--- config.mk ---
export PLATFORM = sky130hd
export DESIGN_NAME = otc_orientation_trip_config
export DESIGN_NICKNAME = d
export VERILOG_FILES = /design/src/rtl/otc_orientation_trip_config.v
export VERILOG_INCLUDE_DIRS = /design/src /design/src/rtl
export SDC_FILE = /design/constraint.sdc
export NUM_CORES = 1
export LEC_CHECK = 0
export BUFFER_PORTS_ARGS = -buffer_cell sky130_fd_sc_hd__buf_2
export CELL_PAD_IN_SITES_DETAIL_PLACEMENT = 1
export CELL_PAD_IN_SITES_GLOBAL_PLACEMENT = 1
export CORE_ASPECT_RATIO = 0.75
export CORE_MARGIN = 4
export CORE_UTILIZATION = 46
export CTS_BUF_LIST = sky130_fd_sc_hd__clkbuf_4 sky130_fd_sc_hd__clkbuf_8
export CTS_CLUSTER_DIAMETER = 80
export DETAILED_ROUTE_END_ITERATION = 8
export PLACE_DENSITY = 0.94
export SYNTH_ARGS = -nofsm -noshare
export SYNTH_HDL_FRONTEND = slang
export SYNTH_SLANG_ARGS = --single-unit
--- constraint.sdc ---
create_clock -name pclk -period 14.4 [get_ports pclk]
set_clock_uncertainty 0.15 [all_clocks]
set_input_delay 1.44 -clock pclk [delete_from_list [all_inputs] [get_ports pclk]]
set_output_delay 1.44 -clock pclk [all_outputs]
set_load 0.05 [all_outputs]
--- src/rtl/otc_consts.vh ---
// constants for the orientation trip configuration block
// assumes byte address = 4 * register index on a 32-bit APB
`ifndef OTC_CONSTS_VH
`define OTC_CONSTS_VH
`define OTC_IDX_STATUS      8'h10
`define OTC_IDX_CFG         8'h11
`define OTC_IDX_COUNT       8'h12
`define OTC_IDX_BF_Z        8'h13
`define OTC_IDX_THS         8'h14
`define OTC_IDX_MODE        8'h18
`define OTC_IDX_MASK        8'h19
`define OTC_IDX_STEP        8'h1A
`define OTC_RST_CFG         8'h80
`define OTC_RST_COUNT       8'h00
`define OTC_RST_BF_Z        8'h44
`define OTC_RST_THS         8'h84
`define OTC_RST_MODE        8'h00
`define OTC_RST_MASK        8'h00
`define OTC_CFG_CLR_BIT     7
`define OTC_CFG_EN_BIT      6
`define OTC_ST_CHG_BIT      7
`define OTC_ST_FREEZE_BIT   6
`define OTC_CLK_NS          100
`define OTC_QMS_NS          250000
`define OTC_OS_NORMAL       2'h0
`define OTC_OS_QUIET        2'h1
`define OTC_OS_FINE         2'h2
`define OTC_OS_ECON         2'h3
`endif

--- src/rtl/otc_orientation_trip_config.v ---
// orientation trip configuration, debounce and decision logic with APB registers
// assumes angle inputs and sample data are synchronous to pclk; one clock domain
//
// The APB register port was decided locally.
`include "otc_consts.vh"

// Behaviour
// the debounce advances one time step per tick, step chosen from sample rate and oversampling.
// the z lockout angle resets to 29 degrees and spans 14 to 42 degrees.
// z lockout codes 0..7 select 14,18,21,25,29,33,37,42 degrees, reset code 100.
// back/front code resets to 01 (75 degrees) and steps 5 degrees over 65 to 80.
// code 00 gives back below 80 or above 280 and front within 100..260, each code narrowing 5.
// the trip threshold is a five-bit code in bits 7..3 resetting to 1_0000 (45 degrees).
// threshold codes map to approximate angles 15 through 75 degrees.
// the margin code in bits 2..0 sets a 0..24 degree margin, reset 100 giving 14.
// landscape to portrait trips at threshold plus margin, the reverse at threshold minus it.
// software keeps threshold plus margin code between 0 and 32 and margin below threshold.
// a new orientation commits only after the candidate held for count times the step.
// clear mode zeroes the debounce when the candidate lapses, otherwise it decrements.
// any wake/sleep transition resets the debounce counter.
// the change flag sets on first detection after standby and on any change, cleared by read.
// orientation is held while any axis exceeds 1.25 g.
module otc_orientation_trip_config #(
  parameter QMS_CYCLES = `OTC_QMS_NS / `OTC_CLK_NS
) (
  input  wire        pclk,
  input  wire        presetn,
  input  wire        clk_en,
  input  wire        psel,
  input  wire        penable,
  input  wire        pwrite,
  input  wire [31:0] paddr,
  input  wire [31:0] pwdata,
  output reg  [31:0] prdata,
  output reg         pready,
  output reg         pslverr,
  output reg         irq,
  input  wire        active,
  input  wire        sleep_state,
  input  wire        over_range,
  input  wire [7:0]  z_tilt_angle,
  input  wire [8:0]  z_angle,
  input  wire [7:0]  pl_angle,
  input  wire [1:0]  pl_dir,
  output reg  [7:0]  orientation_status
);

  reg  [7:0]  cfg_r;
  reg  [7:0]  count_r;
  reg  [7:0]  bf_z_r;
  reg  [7:0]  ths_r;
  reg  [7:0]  mode_r;
  reg  [7:0]  mask_r;
  reg         chg_r;
  reg         freeze_r;
  reg  [1:0]  lapo_r;
  reg         bafro_r;
  reg         first_r;
  reg         sleep_r;
  reg  [7:0]  dbc_r;
  reg  [9:0]  qms_cnt_r;
  reg  [19:0] tick_cnt_r;
  reg  [7:0]  dbc_nxt;
  reg         commit;
  reg         cand_freeze;
  reg  [1:0]  cand_lapo;
  reg         cand_bafro;
  reg  [8:0]  bf_off;
  reg  [7:0]  ths_ang;
  reg  [7:0]  margin_ang;
  wire [7:0]  idx;
  wire        acc;
  wire        rd_status;
  wire [9:0]  step_qms;
  wire        tick;
  wire        differs;
  wire        chg_nxt;

  // back/front window edges at code 00; each code step narrows both sides by BF_STEP
  localparam [8:0] BF_BACK_BELOW  = 9'h050;
  localparam [8:0] BF_BACK_ABOVE  = 9'h118;
  localparam [8:0] BF_FRONT_ABOVE = 9'h064;
  localparam [8:0] BF_FRONT_BELOW = 9'h104;
  localparam [8:0] BF_STEP        = 9'h005;

  // step length in quarter milliseconds
  function [9:0] step_of;
    input [2:0] rate;
    input [1:0] os;
    begin
      case (rate)
        3'h0:    step_of = 10'h005;
        3'h1:    step_of = 10'h00A;
        3'h2:    step_of = (os == `OTC_OS_FINE) ? 10'h00A : 10'h014;
        3'h3:    step_of = (os == `OTC_OS_FINE) ? 10'h00A : 10'h028;
        3'h4:    step_of = (os == `OTC_OS_FINE) ? 10'h00A : 10'h050;
        3'h5:    step_of = (os == `OTC_OS_FINE) ? 10'h00A :
                           (os == `OTC_OS_NORMAL) ? 10'h050 : 10'h140;
        default: step_of = (os == `OTC_OS_FINE) ? 10'h00A :
                           (os == `OTC_OS_NORMAL) ? 10'h050 :
                           (os == `OTC_OS_ECON) ? 10'h280 : 10'h140;
      endcase
    end
  endfunction

  // lockout code to degrees
  function [7:0] lockout_ang;
    input [2:0] c;
    begin
      case (c)
        3'h0:    lockout_ang = 8'h0E;
        3'h1:    lockout_ang = 8'h12;
        3'h2:    lockout_ang = 8'h15;
        3'h3:    lockout_ang = 8'h19;
        3'h4:    lockout_ang = 8'h1D;
        3'h5:    lockout_ang = 8'h21;
        3'h6:    lockout_ang = 8'h25;
        default: lockout_ang = 8'h2A;
      endcase
    end
  endfunction

  // codes between the listed points take the lower neighbour
  function [7:0] ths_of;
    input [4:0] c;
    begin
      if (c <= 5'h08)
        ths_of = 8'h0F;
      else if (c <= 5'h0B)
        ths_of = 8'h14;
      else if (c == 5'h0C)
        ths_of = 8'h1E;
      else if (c <= 5'h0E)
        ths_of = 8'h23;
      else if (c == 5'h0F)
        ths_of = 8'h28;
      else if (c <= 5'h12)
        ths_of = 8'h2D;
      else if (c == 5'h13)
        ths_of = 8'h37;
      else if (c <= 5'h16)
        ths_of = 8'h3C;
      else if (c <= 5'h18)
        ths_of = 8'h46;
      else
        ths_of = 8'h4B;
    end
  endfunction

  // margin code to degrees
  function [7:0] margin_of;
    input [2:0] c;
    begin
      case (c)
        3'h0:    margin_of = 8'h00;
        3'h1:    margin_of = 8'h04;
        3'h2:    margin_of = 8'h07;
        3'h3:    margin_of = 8'h0B;
        3'h4:    margin_of = 8'h0E;
        3'h5:    margin_of = 8'h11;
        3'h6:    margin_of = 8'h15;
        default: margin_of = 8'h18;
      endcase
    end
  endfunction

  // status layout shared by the read path and the status output
  function [7:0] status_word;
    input       chg;
    input       frz;
    input [1:0] lapo;
    input       bafro;
    begin
      status_word = {chg, frz, 3'h0, lapo, bafro};
    end
  endfunction

  assign idx       = paddr[9:2];
  assign acc       = psel & penable & pready;
  assign rd_status = acc & ~pwrite & (idx == `OTC_IDX_STATUS);
  // step from rate and oversampling
  assign step_qms  = step_of(mode_r[2:0], mode_r[4:3]);
  assign tick      = (tick_cnt_r == 20'h00000) && (qms_cnt_r == 10'h000);
  assign differs   = (cand_freeze != freeze_r) || (cand_lapo != lapo_r) ||
                     (cand_bafro != bafro_r);

  // candidate orientation from the live angles
  always @* begin
    bf_off      = {6'h00, bf_z_r[7:6]} * BF_STEP;
    ths_ang     = ths_of(ths_r[7:3]);
    margin_ang  = margin_of(ths_r[2:0]);
    // lockout below the programmed tilt
    cand_freeze = (z_tilt_angle < lockout_ang(bf_z_r[2:0]));
    cand_bafro  = bafro_r;
    // windows narrow with the code
    if ((z_angle < BF_BACK_BELOW - bf_off) || (z_angle > BF_BACK_ABOVE + bf_off))
      cand_bafro = 1'b1;
    else if ((z_angle > BF_FRONT_ABOVE + bf_off) && (z_angle < BF_FRONT_BELOW - bf_off))
      cand_bafro = 1'b0;
    // hysteresis around the trip angle; wrap guarded by R10 on software
    cand_lapo = lapo_r;
    if (lapo_r[1] && ({1'b0, pl_angle} > {1'b0, ths_ang} + {1'b0, margin_ang}))
      cand_lapo = {1'b0, pl_dir[1]};
    else if (!lapo_r[1] && (pl_angle < ths_ang - margin_ang))
      cand_lapo = {1'b1, pl_dir[0]};
    else if (!lapo_r[1])
      cand_lapo = {1'b0, pl_dir[1]};
    else
      cand_lapo = {1'b1, pl_dir[0]};
  end

  // debounce next value and commit decision
  always @* begin
    dbc_nxt = dbc_r;
    commit  = 1'b0;
    if (sleep_state != sleep_r) begin
      // wake/sleep change restarts debounce
      dbc_nxt = 8'h00;
    end else if (!active || !cfg_r[`OTC_CFG_EN_BIT]) begin
      dbc_nxt = 8'h00;
    end else if (tick) begin
      if (over_range) begin
        // hold position above range
        dbc_nxt = dbc_r;
      end else if (differs || first_r) begin
        // commit once the count is reached
        // count 0 commits on the first tick
        if (dbc_r >= count_r) begin
          commit  = 1'b1;
          dbc_nxt = 8'h00;
        end else begin
          dbc_nxt = dbc_r + 8'h01;
        end
      end else if (cfg_r[`OTC_CFG_CLR_BIT]) begin
        // clear mode
        dbc_nxt = 8'h00;
      end else if (dbc_r != 8'h00) begin
        // decrement mode
        dbc_nxt = dbc_r - 8'h01;
      end
    end
  end

  // set wins over the read clear
  assign chg_nxt = (commit && (differs || first_r)) ? 1'b1 : (rd_status ? 1'b0 : chg_r);

  // step timer: quarter milliseconds, then steps
  // QMS_CYCLES has to fit the 20-bit prescaler
  always @(posedge pclk or negedge presetn) begin
    if (!presetn) begin
      qms_cnt_r  <= 10'h000;
      tick_cnt_r <= 20'h00000;
    end else if (clk_en) begin
      if (tick_cnt_r != 20'h00000) begin
        tick_cnt_r <= tick_cnt_r - 20'h00001;
      end else begin
        tick_cnt_r <= QMS_CYCLES[19:0] - 20'h00001;
        qms_cnt_r  <= (qms_cnt_r == 10'h000) ? step_qms - 10'h001 : qms_cnt_r - 10'h001;
      end
    end
  end

  // orientation state
  always @(posedge pclk or negedge presetn) begin
    if (!presetn) begin
      dbc_r   <= 8'h00;
      chg_r   <= 1'b0;
      freeze_r <= 1'b0;
      lapo_r  <= 2'h0;
      bafro_r <= 1'b0;
      first_r <= 1'b1;
      sleep_r <= 1'b0;
    end else if (clk_en) begin
      dbc_r   <= dbc_nxt;
      chg_r   <= chg_nxt;
      sleep_r <= sleep_state;
      if (!active)
        first_r <= 1'b1;
      else if (commit)
        first_r <= 1'b0;
      if (commit) begin
        freeze_r <= cand_freeze;
        lapo_r  <= cand_lapo;
        bafro_r <= cand_bafro;
      end
    end
  end

  // APB slave: one wait state, then the access completes
  always @(posedge pclk or negedge presetn) begin
    if (!presetn) begin
      cfg_r   <= `OTC_RST_CFG;
      count_r <= `OTC_RST_COUNT;
      bf_z_r  <= `OTC_RST_BF_Z;
      ths_r   <= `OTC_RST_THS;
      mode_r  <= `OTC_RST_MODE;
      mask_r  <= `OTC_RST_MASK;
      pready  <= 1'b0;
      pslverr <= 1'b0;
      prdata  <= 32'h00000000;
    end else if (clk_en) begin
      pready  <= psel & penable & ~pready;
      pslverr <= 1'b0;
      if (psel & penable & ~pready) begin
        prdata <= 32'h00000000;
        case (idx)
          `OTC_IDX_STATUS: prdata[7:0] <= status_word(chg_r, freeze_r, lapo_r, bafro_r);
          `OTC_IDX_CFG:    prdata[7:0] <= cfg_r;
          `OTC_IDX_COUNT:  prdata[7:0] <= count_r;
          `OTC_IDX_BF_Z:   prdata[7:0] <= bf_z_r;
          `OTC_IDX_THS:    prdata[7:0] <= ths_r;
          `OTC_IDX_MODE:   prdata[7:0] <= mode_r;
          `OTC_IDX_MASK:   prdata[7:0] <= mask_r;
          `OTC_IDX_STEP:   prdata[9:0] <= step_qms;
          default:         pslverr     <= 1'b1;
        endcase
      end
      if (acc & pwrite) begin
        case (idx)
          `OTC_IDX_CFG:   cfg_r   <= {pwdata[7:6], 6'h00};
          `OTC_IDX_COUNT: count_r <= pwdata[7:0];
          // reserved bits kept zero
          `OTC_IDX_BF_Z:  bf_z_r  <= {pwdata[7:6], 3'h0, pwdata[2:0]};
          // threshold and margin codes
          `OTC_IDX_THS:   ths_r   <= pwdata[7:0];
          `OTC_IDX_MODE:  mode_r  <= {3'h0, pwdata[4:0]};
          `OTC_IDX_MASK:  mask_r  <= {pwdata[7], 7'h00};
          default:        cfg_r   <= cfg_r;
        endcase
      end
    end
  end

  // registered outputs; irq follows the sticky flag under its mask
  always @(posedge pclk or negedge presetn) begin
    if (!presetn) begin
      irq                <= 1'b0;
      orientation_status <= 8'h00;
    end else if (clk_en) begin
      irq                <= chg_nxt & mask_r[`OTC_ST_CHG_BIT];
      orientation_status <= status_word(chg_nxt, commit ? cand_freeze : freeze_r,
                                        commit ? cand_lapo : lapo_r,
                                        commit ? cand_bafro : bafro_r);
    end
  end

endmodule // otc_orientation_trip_config

* Word-level counts from Yosys, hierarchy flattened
Index checks and enable logic that the tools add are counted.
** Storage, ports and cells
- Register bits :: 92
- Bits of input ports :: 100
- Word-level logic and storage cells :: 178
** Cells by class
- Add/sub/neg operators :: 11
- Multipliers :: 1
- $lt $le $gt $ge :: 14
- Equal/unequal tests :: 36
- Multiplexer cells :: 52
- Bitwise operators :: 10
- Reductions and logical operators :: 34
** Operators with widths (number)
- 8-bit by 5-bit equality test with 1-bit output (second input constant) :: 8
- 8-bit 2-to-1 mux :: 8
- 8-bit one-hot mux with 8 select lines :: 1
- 7-bit 2-to-1 mux :: 9
- 10-bit one-hot mux with 6 select lines :: 1
- 6-bit one-hot mux with 7 select lines :: 1
- 10-bit 2-to-1 mux :: 4
- 5-bit one-hot mux with 7 select lines :: 1
- 3-bit equality test (second input constant) :: 8
- 20-bit logical NOT :: 1
- 20-bit 2-to-1 mux :: 1
- 20-bit nonzero test :: 1
- 10-bit by 1-bit subtractor with 10-bit output (second input constant) :: 2
- 20-bit by 1-bit subtractor with 20-bit output (second input constant) :: 1
- 3-bit by 2-bit equality test with 1-bit output (second input constant) :: 6
- 9-bit < comparator :: 2
- 9-bit 2-to-1 mux :: 2
- 3-bit AND reduction :: 6
- 8-bit < comparator :: 2
- 1-bit 2-to-1 mux :: 16
- 5-bit by 4-bit less-or-equal comparator with 1-bit output (second input constant) :: 3
- 5-bit less-or-equal comparator (second input constant) :: 3
- 5-bit by 4-bit equality test with 1-bit output (second input constant) :: 2
- 10-bit logical NOT :: 1
- 37 further kinds :: 68

* Depth between registers and ports, before layout
Gate-level depths: netlist of run 1.
- Word-level depth :: 27
- Depth in mapped cells :: 29
- Mapped depth without buffers :: 27

* Worst setup path after synthesis of run 1
OpenSTA, ideal clock, no wires.
- Kind :: flip-flop to flip-flop
- Start point :: register ths_r[5]
- End point :: register dbc_r[3]
- Arrival :: 4.842 ns
- Data required time :: 14.123 ns
- Slack :: 9.280 ns
- Stages on the path, launching flop included :: 29
- Path buffers :: 1
- Cell sequence :: dfrtp_1 -> clkbuf_1 -> inv_1 -> o21ai_0 -> o21ai_0 -> a21oi_1 -> o21ai_0 -> a22oi_1 -> inv_1 -> ha_1 -> fa_1 -> inv_1 -> a21oi_1 -> nor2_1 -> nor2_1 -> nor2_1 -> nor2_1 -> mux2i_1 -> ha_1 -> or3_1 -> a221oi_2 -> o2bb2ai_1 -> a2bb2oi_2 -> mux2i_4 -> xor2_4 -> nand2_4 -> mux2_4 -> a2111oi_2 -> o21ai_1
** Between the ends
- Cells in the longest elaborated chain, start to end :: 24
- Elaborated cells between the ends (all ways) :: 37
** Ends and longest elaborated chain
- start: declaration :: RTL line otc_orientation_trip_config.v:51 : reg [7:0] ths_r;
- start signal: assignment :: RTL line otc_orientation_trip_config.v:295 : ths_r <= `OTC_RST_THS;
- start signal: assignment :: RTL line otc_orientation_trip_config.v:325 : `OTC_IDX_THS: ths_r <= pwdata[7:0];
- 5-bit less-or-equal comparator :: RTL line otc_orientation_trip_config.v:143 : else if (c <= 5'h18)
- 4-bit 2-to-1 mux :: RTL line otc_orientation_trip_config.v:143
- 7-bit 2-to-1 mux :: RTL line otc_orientation_trip_config.v:141 : else if (c <= 5'h16)
- 7-bit 2-to-1 mux :: RTL line otc_orientation_trip_config.v:139 : else if (c == 5'h13)
- 7-bit 2-to-1 mux :: RTL line otc_orientation_trip_config.v:137 : else if (c <= 5'h12)
- 7-bit 2-to-1 mux :: RTL line otc_orientation_trip_config.v:135 : else if (c == 5'h0F)
- 7-bit 2-to-1 mux :: RTL line otc_orientation_trip_config.v:133 : else if (c <= 5'h0E)
- 7-bit 2-to-1 mux :: RTL line otc_orientation_trip_config.v:131 : else if (c == 5'h0C)
- (+7 left out)
- 2-bit inequality test * :: RTL line otc_orientation_trip_config.v:184 : assign differs = (cand_freeze != freeze_r) || (cand_lapo != lapo_r) ||
- 1-bit logical OR * (2 in series) :: RTL line otc_orientation_trip_config.v:184
- 1-bit logical OR * :: RTL line otc_orientation_trip_config.v:225 : end else if (differs || first_r) begin
- 8-bit 2-to-1 mux :: RTL line otc_orientation_trip_config.v:225
- 8-bit 2-to-1 mux :: RTL line otc_orientation_trip_config.v:222 : if (over_range) begin
- 8-bit 2-to-1 mux :: RTL line otc_orientation_trip_config.v:221 : end else if (tick) begin
- 8-bit 2-to-1 mux :: RTL line otc_orientation_trip_config.v:219 : end else if (!active || !cfg_r[`OTC_CFG_EN_BIT]) begin
- 8-bit 2-to-1 mux :: RTL line otc_orientation_trip_config.v:216 : if (sleep_state != sleep_r) begin
- end signal: assignment :: RTL line otc_orientation_trip_config.v:274 : dbc_r <= dbc_nxt;
- end: declaration :: RTL line otc_orientation_trip_config.v:60 : reg [7:0] dbc_r;
Every way passes the cells marked *; elsewhere a longest branch is shown, timed or not. The select of a mux whose other input is x is not followed.
A chain may end at the register's enable or synchronous reset.

* Worst setup path after layout of run 1
- Start point :: register ths_r[5]
- End point :: register dbc_r[7]
The elaborated chain is that of the path after synthesis.

==> metrics.md, run 1 <==
| Metric | Value |
|---|---|
| Outcome | finished clean |
| Final wirelength | 20900 µm |
| Count leader, synth | dfrtp_1 |
| Hold path start | prdata[5]$_DFFE_PN0P_ |
| Post-route ant nets | 0 |
| Setup crit end kind | flip-flop |
| Synth Warn # | 0 |
| Crit-path slowest cell | dfrtp_1 |
| Final setup vio count | 0 |
| Area added between synthesis and finish | 8.00% |
| Drt pass-1 iters | 5 |
| Crit path kind | flip-flop to flip-flop |
| Leak Pwr | 0.00362 µW |
| H-tree depth | 3 |
| Multi-input logic area | 4340 µm² |
| Layout cell share with drive strength beyond 1 | 0.168 |
| Reg-to-reg startpoint | ths_r[5]$_DFFE_PN0P_ |
| DP HPWL | 15600 µm |
| Tmin final | 5940 ps |
| Setup slack at placement | 8550 ps |
| CTS sink cnt | 87 |
| Synth cell types | 74 |
| Clk Latency, worst-skew pair | 380 ps |
| CTS max path bufs | 2 |
| Largest cells by area after synthesis | dfrtp_1 (29%), ha_1 (12%), mux2_2 (4.5%) |
| Post-CTS Setup Bufs | 0 |
| Total gr overflow | 0 |
| Fin. Hold Viols | 0 |
| Post-Syn Instances | 799 |
| Fill cell count | 1797 |
| Max Fanout on Critical Path | 10 |
| Reg power frac | 0.460 |
| Crit-path cells | inv_1 -> o21ai_0 -> o21ai_0 -> a21oi_1 -> o21ai_0 -> a22oi_1 -> ha_1 -> fa_1 -> a21oi_1 -> o21ai_0 -> a211oi_1 -> or2_2 -> ha_1 -> a21o_1 -> a21oi_1 -> o211ai_1 -> a2bb2oi_2 -> mux2i_4 -> xor2_4 -> nand4_1 -> a22oi_2 -> o2bb2a_4 -> o21ai_1 |
| Starting Density | 0.475 |
| DRC Markers | 0 |
| Final core occ | 0.513 |
| Initial antenna violation count | 1 |
| Vias in the first global route | 6512 |
| Post-synth top cells | dfrtp_1 (81), nor2_1 (70), ha_1 (69), nand2_1 (69) |
| Synth Flop Type | dfrtp_1 |
| Internal power | 413 µW |
| Worst hold slack | 339 ps |
| Highest Clock Rate | 0.168 GHz |
| Core box area | 14600 µm² |
| Seq/Total Area, Yosys | 0.314 |
| Post-synth EDFFs | 0 |
| WP data required | 14540 ps |
| GRT Total Usage | 0.251 |
| Post-CTS Resized | 0 |
| CTS root buf | clkbuf_8 |
| Yosys top cell area share | 0.291 |
| Setup_tns | 0 ps |
| Starting DRT DRC Count | 500 |
| Crit path setup slack, layout | 8460 ps |
| Slew @ Worst Pin | 902 ps |
| Power per standard cell area | 87.0 nW/µm² |
| Worst VDD drop | 0.0584 mV |
| Tcrit/Tclk final | 0.412 |
| Max-slew headroom | 0.398 |
| Overall power | 654 µW |
| Flip-flop and latch area | 2180 µm² |
| Synth Cell Area | 6960 µm² |
| Final Max Slew Viols | 0 |
| Nature of the critical path startpoint | flip-flop |
| Clk network pwr share | 0.276 |
| Mean post-synth cell area | 8.71 µm² |
| Routed vias | 6269 |
| Number of buffers added on ports | 69 |
| Max-cap check violation count | 0 |
| Ant. Diodes | 0 |
| Vias per cell | 5.99 |
| Number of synthesized register bits | 87 |
| Largest net degree at the start of global routing | 69 |
| Worst Setup SP | ths_r[5]$_DFFE_PN0P_ |
| Die width | 150 µm |
| P_sw | 241 µW |
| Most frequent cell on the critical path | o21ai_0 |
| RSZ-0062 raised after global routing | no |
| Cts bufs inserted | 9 |
| Post-CTS Hold Buffers | 0 |
| Combinational power share | 0.264 |
| Hold crit path type | flip-flop to flip-flop |
| DIE AREA | 17200 µm² |
| Chip Height | 115 µm |
| Arrival time worst endpoint | 6080 ps |
| FP Rows | 38 |
| FFs w/ async S/R, synth | 1.00 |
| CTS tree | built |
| Final net count | 1013 |
| Worst stage delay on the critical path | 550 ps |
| First-pass GRT wire length | 34400 µm |
| Gpl congestion | 0.845 |
| Clock slew at reported path FFs | 90 ps |
| WL/cell | 20.0 µm |
| IO Count | 143 |
| Synth area leader | dfrtp_1 |
| Sw Share | 0.368 |
[worst max-delay path, delay by kind of cell (launching register included)]
family / cells / cell delay, ps
DFF: 1 / 550
adders and majority gates: 3 / 780
muxes: 1 / 350
xor gates and xnor gates: 1 / 310
and+or+nand+nor: 2 / 530
AOI/OAI and AO/OA: 15 / 3060
buffers and inverters: 1 / 120
[metrics by stage]
step | instance area [µm²] | instances
after global placement | 7310 | 1031
final | 7510 | 1047
after floorplan | 7050 | 823
after CTS | 7510 | 1047
after detailed placement | 7310 | 1031
after global routing | 7510 | 1047
[layout by cell type, fill, tap and decap left out, types with 7 or more instances in the layout]
cell type and n:
a21oi_1 42, and3_1 11, a21o_1 14, nand2b_1 7, a211oi_1 9, nand3_1 19
nor4_1 10, xnor2_1 19, buf_2 68, inv_1 48, ha_1 69, nor3_1 23
nor2_1 70, xor2_1 7, nand2_1 69, o21ai_0 48, clkbuf_8 9, dfrtp_1 81
mux2i_1 10, nor2b_1 19, o21ai_1 8, or3_1 13, mux2_2 28, conb_1 26
[worst paths after layout]
path	to	slack, ps	cells past startpoint
min	prdata[5]$_DFFE_PN0P_	340	2
min in group asynchronous	tick_cnt_r[16]$_DFFE_PN0P_	770	1
max reg2reg	dbc_r[7]$_DFFE_PN0P_	8460	23
max in group asynchronous	dbc_r[2]$_DFFE_PN0P_	12140	2
min reg2reg	prdata[5]$_DFFE_PN0P_	340	2
max	dbc_r[7]$_DFFE_PN0P_	8460	23
[power groups by stage]
| stage | clock network [µW] | logic (µW) | registers (µW) |
|---|---|---|---|
| after floorplan | 0 | 119 | 297 |
| after global placement | 0 | 152 | 300 |
| after detailed placement | 0 | 165 | 303 |
| after CTS | 182 | 170 | 299 |
| after global routing | 194 | 189 | 303 |
| final | 181 | 172 | 301 |
[cells by family (layout without fill, tap and decap cells)]
family | after synthesis | count (layout) | share of synthesized area
simple gates | 276 | 276 | 0.200
compound gates | 183 | 183 | 0.175
buf+inv | 111 | 135 | 0.0757
flops | 87 | 87 | 0.314
fa+ha+maj | 72 | 72 | 0.131
mux | 41 | 41 | 0.0667
xor+xnor | 27 | 27 | 0.0367
other cells | 2 | 26 | 0.00108
[routing by layer]
metal	GRT usage	vias to the layer above	wire length (µm)
li1	-	2881	-
met1	0.310	3107	8800
met2	0.429	197	10300
met3	0.0475	82	910
met4	0.113	2	904
met5	0	-	13
[registers in the layout, summed over array words and instances (netlist names), 2 cells and up]
signal and flops:
qms_cnt_r 10, mode_r 5, dbc_r 8, cfg_r 2
tick_cnt_r 20, bf_z_r 5, prdata 10, count_r 8
orientation_status 3, ths_r 8
[final cells by class]
cell class,count,share of cell area
multi-input cells,625,0.577
clock inverters,6,0.00916
repair buffers,71,0.0483
well taps,200,0.0333
clock buffers,10,0.0175
flip-flops and latches,87,0.291
inverters,48,0.0240
Note: power is estimated with default switching activity, not from simulation.
==> run 2: changes to the inputs <==
--- a/config.mk
+++ b/config.mk
@@ -6,16 +6,17 @@
 export SDC_FILE = /design/constraint.sdc
 export NUM_CORES = 1
 export LEC_CHECK = 0
+export ABC_AREA = 1
 export BUFFER_PORTS_ARGS = -buffer_cell sky130_fd_sc_hd__buf_2
 export CELL_PAD_IN_SITES_DETAIL_PLACEMENT = 1
 export CELL_PAD_IN_SITES_GLOBAL_PLACEMENT = 1
 export CORE_ASPECT_RATIO = 0.75
 export CORE_MARGIN = 4
-export CORE_UTILIZATION = 46
+export CORE_UTILIZATION = 37
 export CTS_BUF_LIST = sky130_fd_sc_hd__clkbuf_4 sky130_fd_sc_hd__clkbuf_8
 export CTS_CLUSTER_DIAMETER = 80
 export DETAILED_ROUTE_END_ITERATION = 8
-export PLACE_DENSITY = 0.94
+export PLACE_DENSITY = 0.85
 export SYNTH_ARGS = -nofsm -noshare
 export SYNTH_HDL_FRONTEND = slang
 export SYNTH_SLANG_ARGS = --single-unit
==> constraint.sdc (replaced) <==
create_clock -name pclk -period 5.4 [get_ports pclk]
set_clock_uncertainty 0.15 [all_clocks]
set_input_delay 0.54 -clock pclk [delete_from_list [all_inputs] [get_ports pclk]]
set_output_delay 0.54 -clock pclk [all_outputs]
set_load 0.05 [all_outputs]
==> run 2 against run 1 <==
  * The flow now finishes with violations (hold timing)
  * Synthesized cell count is 28% higher
  * Utilization fell by 9.8 points
  * Routed wire length grew 4.1%
  * Register-to-register slack worse by 8000 ps
  * Non-clock buffer count up 3
  * Final cell count rose by 29%
  * Critical path type unchanged
  * Largest cell class unchanged
==> metrics.md, run 2 <==
| Metric | Value |
|---|---|
| Met2 GRT Util | 0.325 |
| DIE AREA | 22100 µm² |
| Seq/Total Area, Yosys | 0.299 |
| Count leader, synth | nand2_1 |
| Largest Register | tick_cnt_r |
| Clk network pwr share | 0.295 |
| DRC Markers | 0 |
| Biggest regs | tick_cnt_r (20), prdata (10), qms_cnt_r (10) |
| Synth Flop Type | dfrtp_1 |
| CTS sink cnt | 87 |
| Setup slack, reg-to-reg | 470 ps |
| Max-cap check violation count | 0 |
| Die width | 170 µm |
| Internal power | 985 µW |
| Starting Density | 0.377 |
| Synth Cell Area | 7300 µm² |
| Drt pass-1 iters | 5 |
| Clock slew at reported path FFs | 100 ps |
| First-pass GRT wire length | 35800 µm |
| CTS tree | built |
| Ant. Diodes | 0 |
| Met3 GRT Util | 0.0284 |
| Vias in the first global route | 7174 |
| Leak Pwr | 0.00404 µW |
| Fin. Hold Viols | 10 |
| Vias per cell | 5.18 |
| Commonest non-fill, non-tap cell in the layout | nand2_1 |
| Mean post-synth cell area | 7.12 µm² |
| Top Usage Layer GRT | met2 |
| Cts bufs inserted | 9 |
| Post-route ant nets | 0 |
| Number of synthesized register bits | 87 |
| CP endpoint | dbc_r[7]$_DFFE_PN0P_ |
| Final core occ | 0.415 |
| Combinational power share | 0.222 |
| Core box area | 19400 µm² |
| Largest cells by area after synthesis | dfrtp_1 (28%), nand2_1 (13%), ha_1 (12%) |
| Initial antenna violation count | 0 |
| Crit. path cell count | 28 |
| Final net count | 1266 |
| GRT Total Usage | 0.199 |
| Crit path kind | flip-flop to flip-flop |
| Largest net degree at the start of global routing | 50 |
| IO Count | 143 |
| Worst R2R End | dbc_r[7]$_DFFE_PN0P_ |
| Most frequent cell on the critical path | nand2_1 |
| Worst stage delay on the critical path | 600 ps |
| Worst Setup SP | ths_r[7]$_DFFE_PN1P_ |
| Clk Latency, worst-skew pair | 380 ps |
| Number of buffers added on ports | 69 |
| Max reg flops | 20 |
| Total gr overflow | 0 |
| Arrival time worst endpoint | 5050 ps |
| Top delay family on crit path | simple AND/OR/NAND/NOR gates |
| Nature of the critical path startpoint | flip-flop |
| Highest Clock Rate | 0.203 GHz |
| Buf/Inv on CP | 3 |
| WL/cell | 16.1 µm |
| Slew @ Worst Pin | 945 ps |
| Placed insts | 1335 |
| Post-synth top cells | nand2_1 (244), inv_1 (150), nor2_1 (100) |
| Max Fanout on Critical Path | 9 |
| Routed vias | 7013 |
| Worst VDD drop | 0.164 mV |
| Reg power frac | 0.483 |
| GRT met1 Usage | 0.282 |
| Max-slew headroom | 0.368 |
| Hold crit path type | primary input to async pin |
| Area added between synthesis and finish | 10.0% |
| Failing checks | hold timing |
| Final setup vio count | 0 |
| Commonest non-fill, non-tap cells in the layout | nand2_1 (243), inv_1 (150), nor2_1 (100) |
| Chip Height | 130 µm |
| Post-Syn Instances | 1026 |
| Worst hold slack | -12.5 ps |
| CTS max path bufs | 2 |
| Synth area leader | dfrtp_1 |
| Tmin final | 4930 ps |
| Sw Share | 0.373 |
| Tcrit/Tclk final | 0.913 |
| Yosys top cell area share | 0.278 |
| Crit-path slowest cell | dfstp_2 |
| Final wirelength | 21800 µm |
| CTS root buf | clkbuf_8 |
| Gpl congestion | 0.897 |
| Final Max Slew Viols | 0 |
| Setup crit end kind | flip-flop |
| Overall power | 1570 µW |
| Reg-to-reg startpoint | ths_r[7]$_DFFE_PN1P_ |
| FP Rows | 44 |
| Worst Reg-to-Reg Cells | 28 |
| FFs w/ async S/R, synth | 1.00 |
| H-tree depth | 3 |
| P_sw | 586 µW |
| Starting DRT DRC Count | 423 |
| Outcome | finished with violations |
| Post-synth EDFFs | 0 |
| Layout cell share with drive strength beyond 1 | 0.142 |
| Power per standard cell area | 195 nW/µm² |
| DP HPWL | 17600 µm |
| Synth cell types | 54 |
| Synth Warn # | 0 |
| WP data required | 5520 ps |
| Final Instance Count excl. Fillers | 1353 |
run 2: cell families after synthesis:
family          count (synthesis)  share of synthesized area
other cells                     2                    0.00103
flops                          87                      0.299
buf+inv                       201                      0.121
xor+xnor                       29                     0.0348
compound gates                157                      0.124
mux                             1                    0.00154
fa+ha+maj                      71                      0.124
simple gates                  478                      0.294
run 2: area by class of cell:
class                           count  area (µm²)
Clock buffer                        9         124
Clock inverter                      7        61.3
Fill cell                        2561       11300
Inverter                          161         607
Multi-Input combinational cell    762        4360
Sequential cell                    87        2180
Tap cell                          253         317
Timing Repair Buffer               74         385
run 2: repair_timing:
action / CTS / global route
hold buffers: 0 / 0
buffers inserted: 0 / 2
endpoints found under the setup margin: 0 / 15
resized for setup: 0 / 7
run 2: worst min-delay path by stage:
stage / end / cells after the start / startpoint
after floorplan: bf_z_r[0]$_DFFE_PN0P_ / 0 / presetn
after global placement: prdata[0]$_DFFE_PN0P_ / 1 / prdata[0]$_DFFE_PN0P_
after detailed placement: prdata[1]$_DFFE_PN0P_ / 1 / prdata[1]$_DFFE_PN0P_
after CTS: dbc_r[6]$_DFFE_PN0P_ / 1 / presetn
after global routing: dbc_r[6]$_DFFE_PN0P_ / 1 / presetn
final: orientation_status[2]$_DFFE_PN0P_ / 1 / presetn
run 2: power by group through the flow:
stage / Combinational [µW] / Sequential (µW) / Clock (µW)
after floorplan: 262 / 759 / 0
final: 348 / 759 / 463
after CTS: 350 / 758 / 472
after global placement: 331 / 764 / 0
after detailed placement: 348 / 769 / 0
after global routing: 391 / 767 / 496
run 2: stage by stage:
step | setup TNS [ps] | setup slack, ps | area [µm²] | hold WS (ps)
floorplan | 0 | 958 | 7390 | 94.4
global route | -98.2 | -46.4 | 8040 | 19.8
global placement | 0 | 497 | 7800 | 309
finish | 0 | 471 | 8040 | -12.5
detailed placement | 0 | 309 | 7800 | 318
CTS | 0 | 280 | 7990 | 12.3
run 2: per-layer routing:
metal  up-vias  routed length (µm)
li1       3408                   -
met1      3432               10600
met2       152                9980
met3        21                 973
met4         0                 265
met5         -                   0
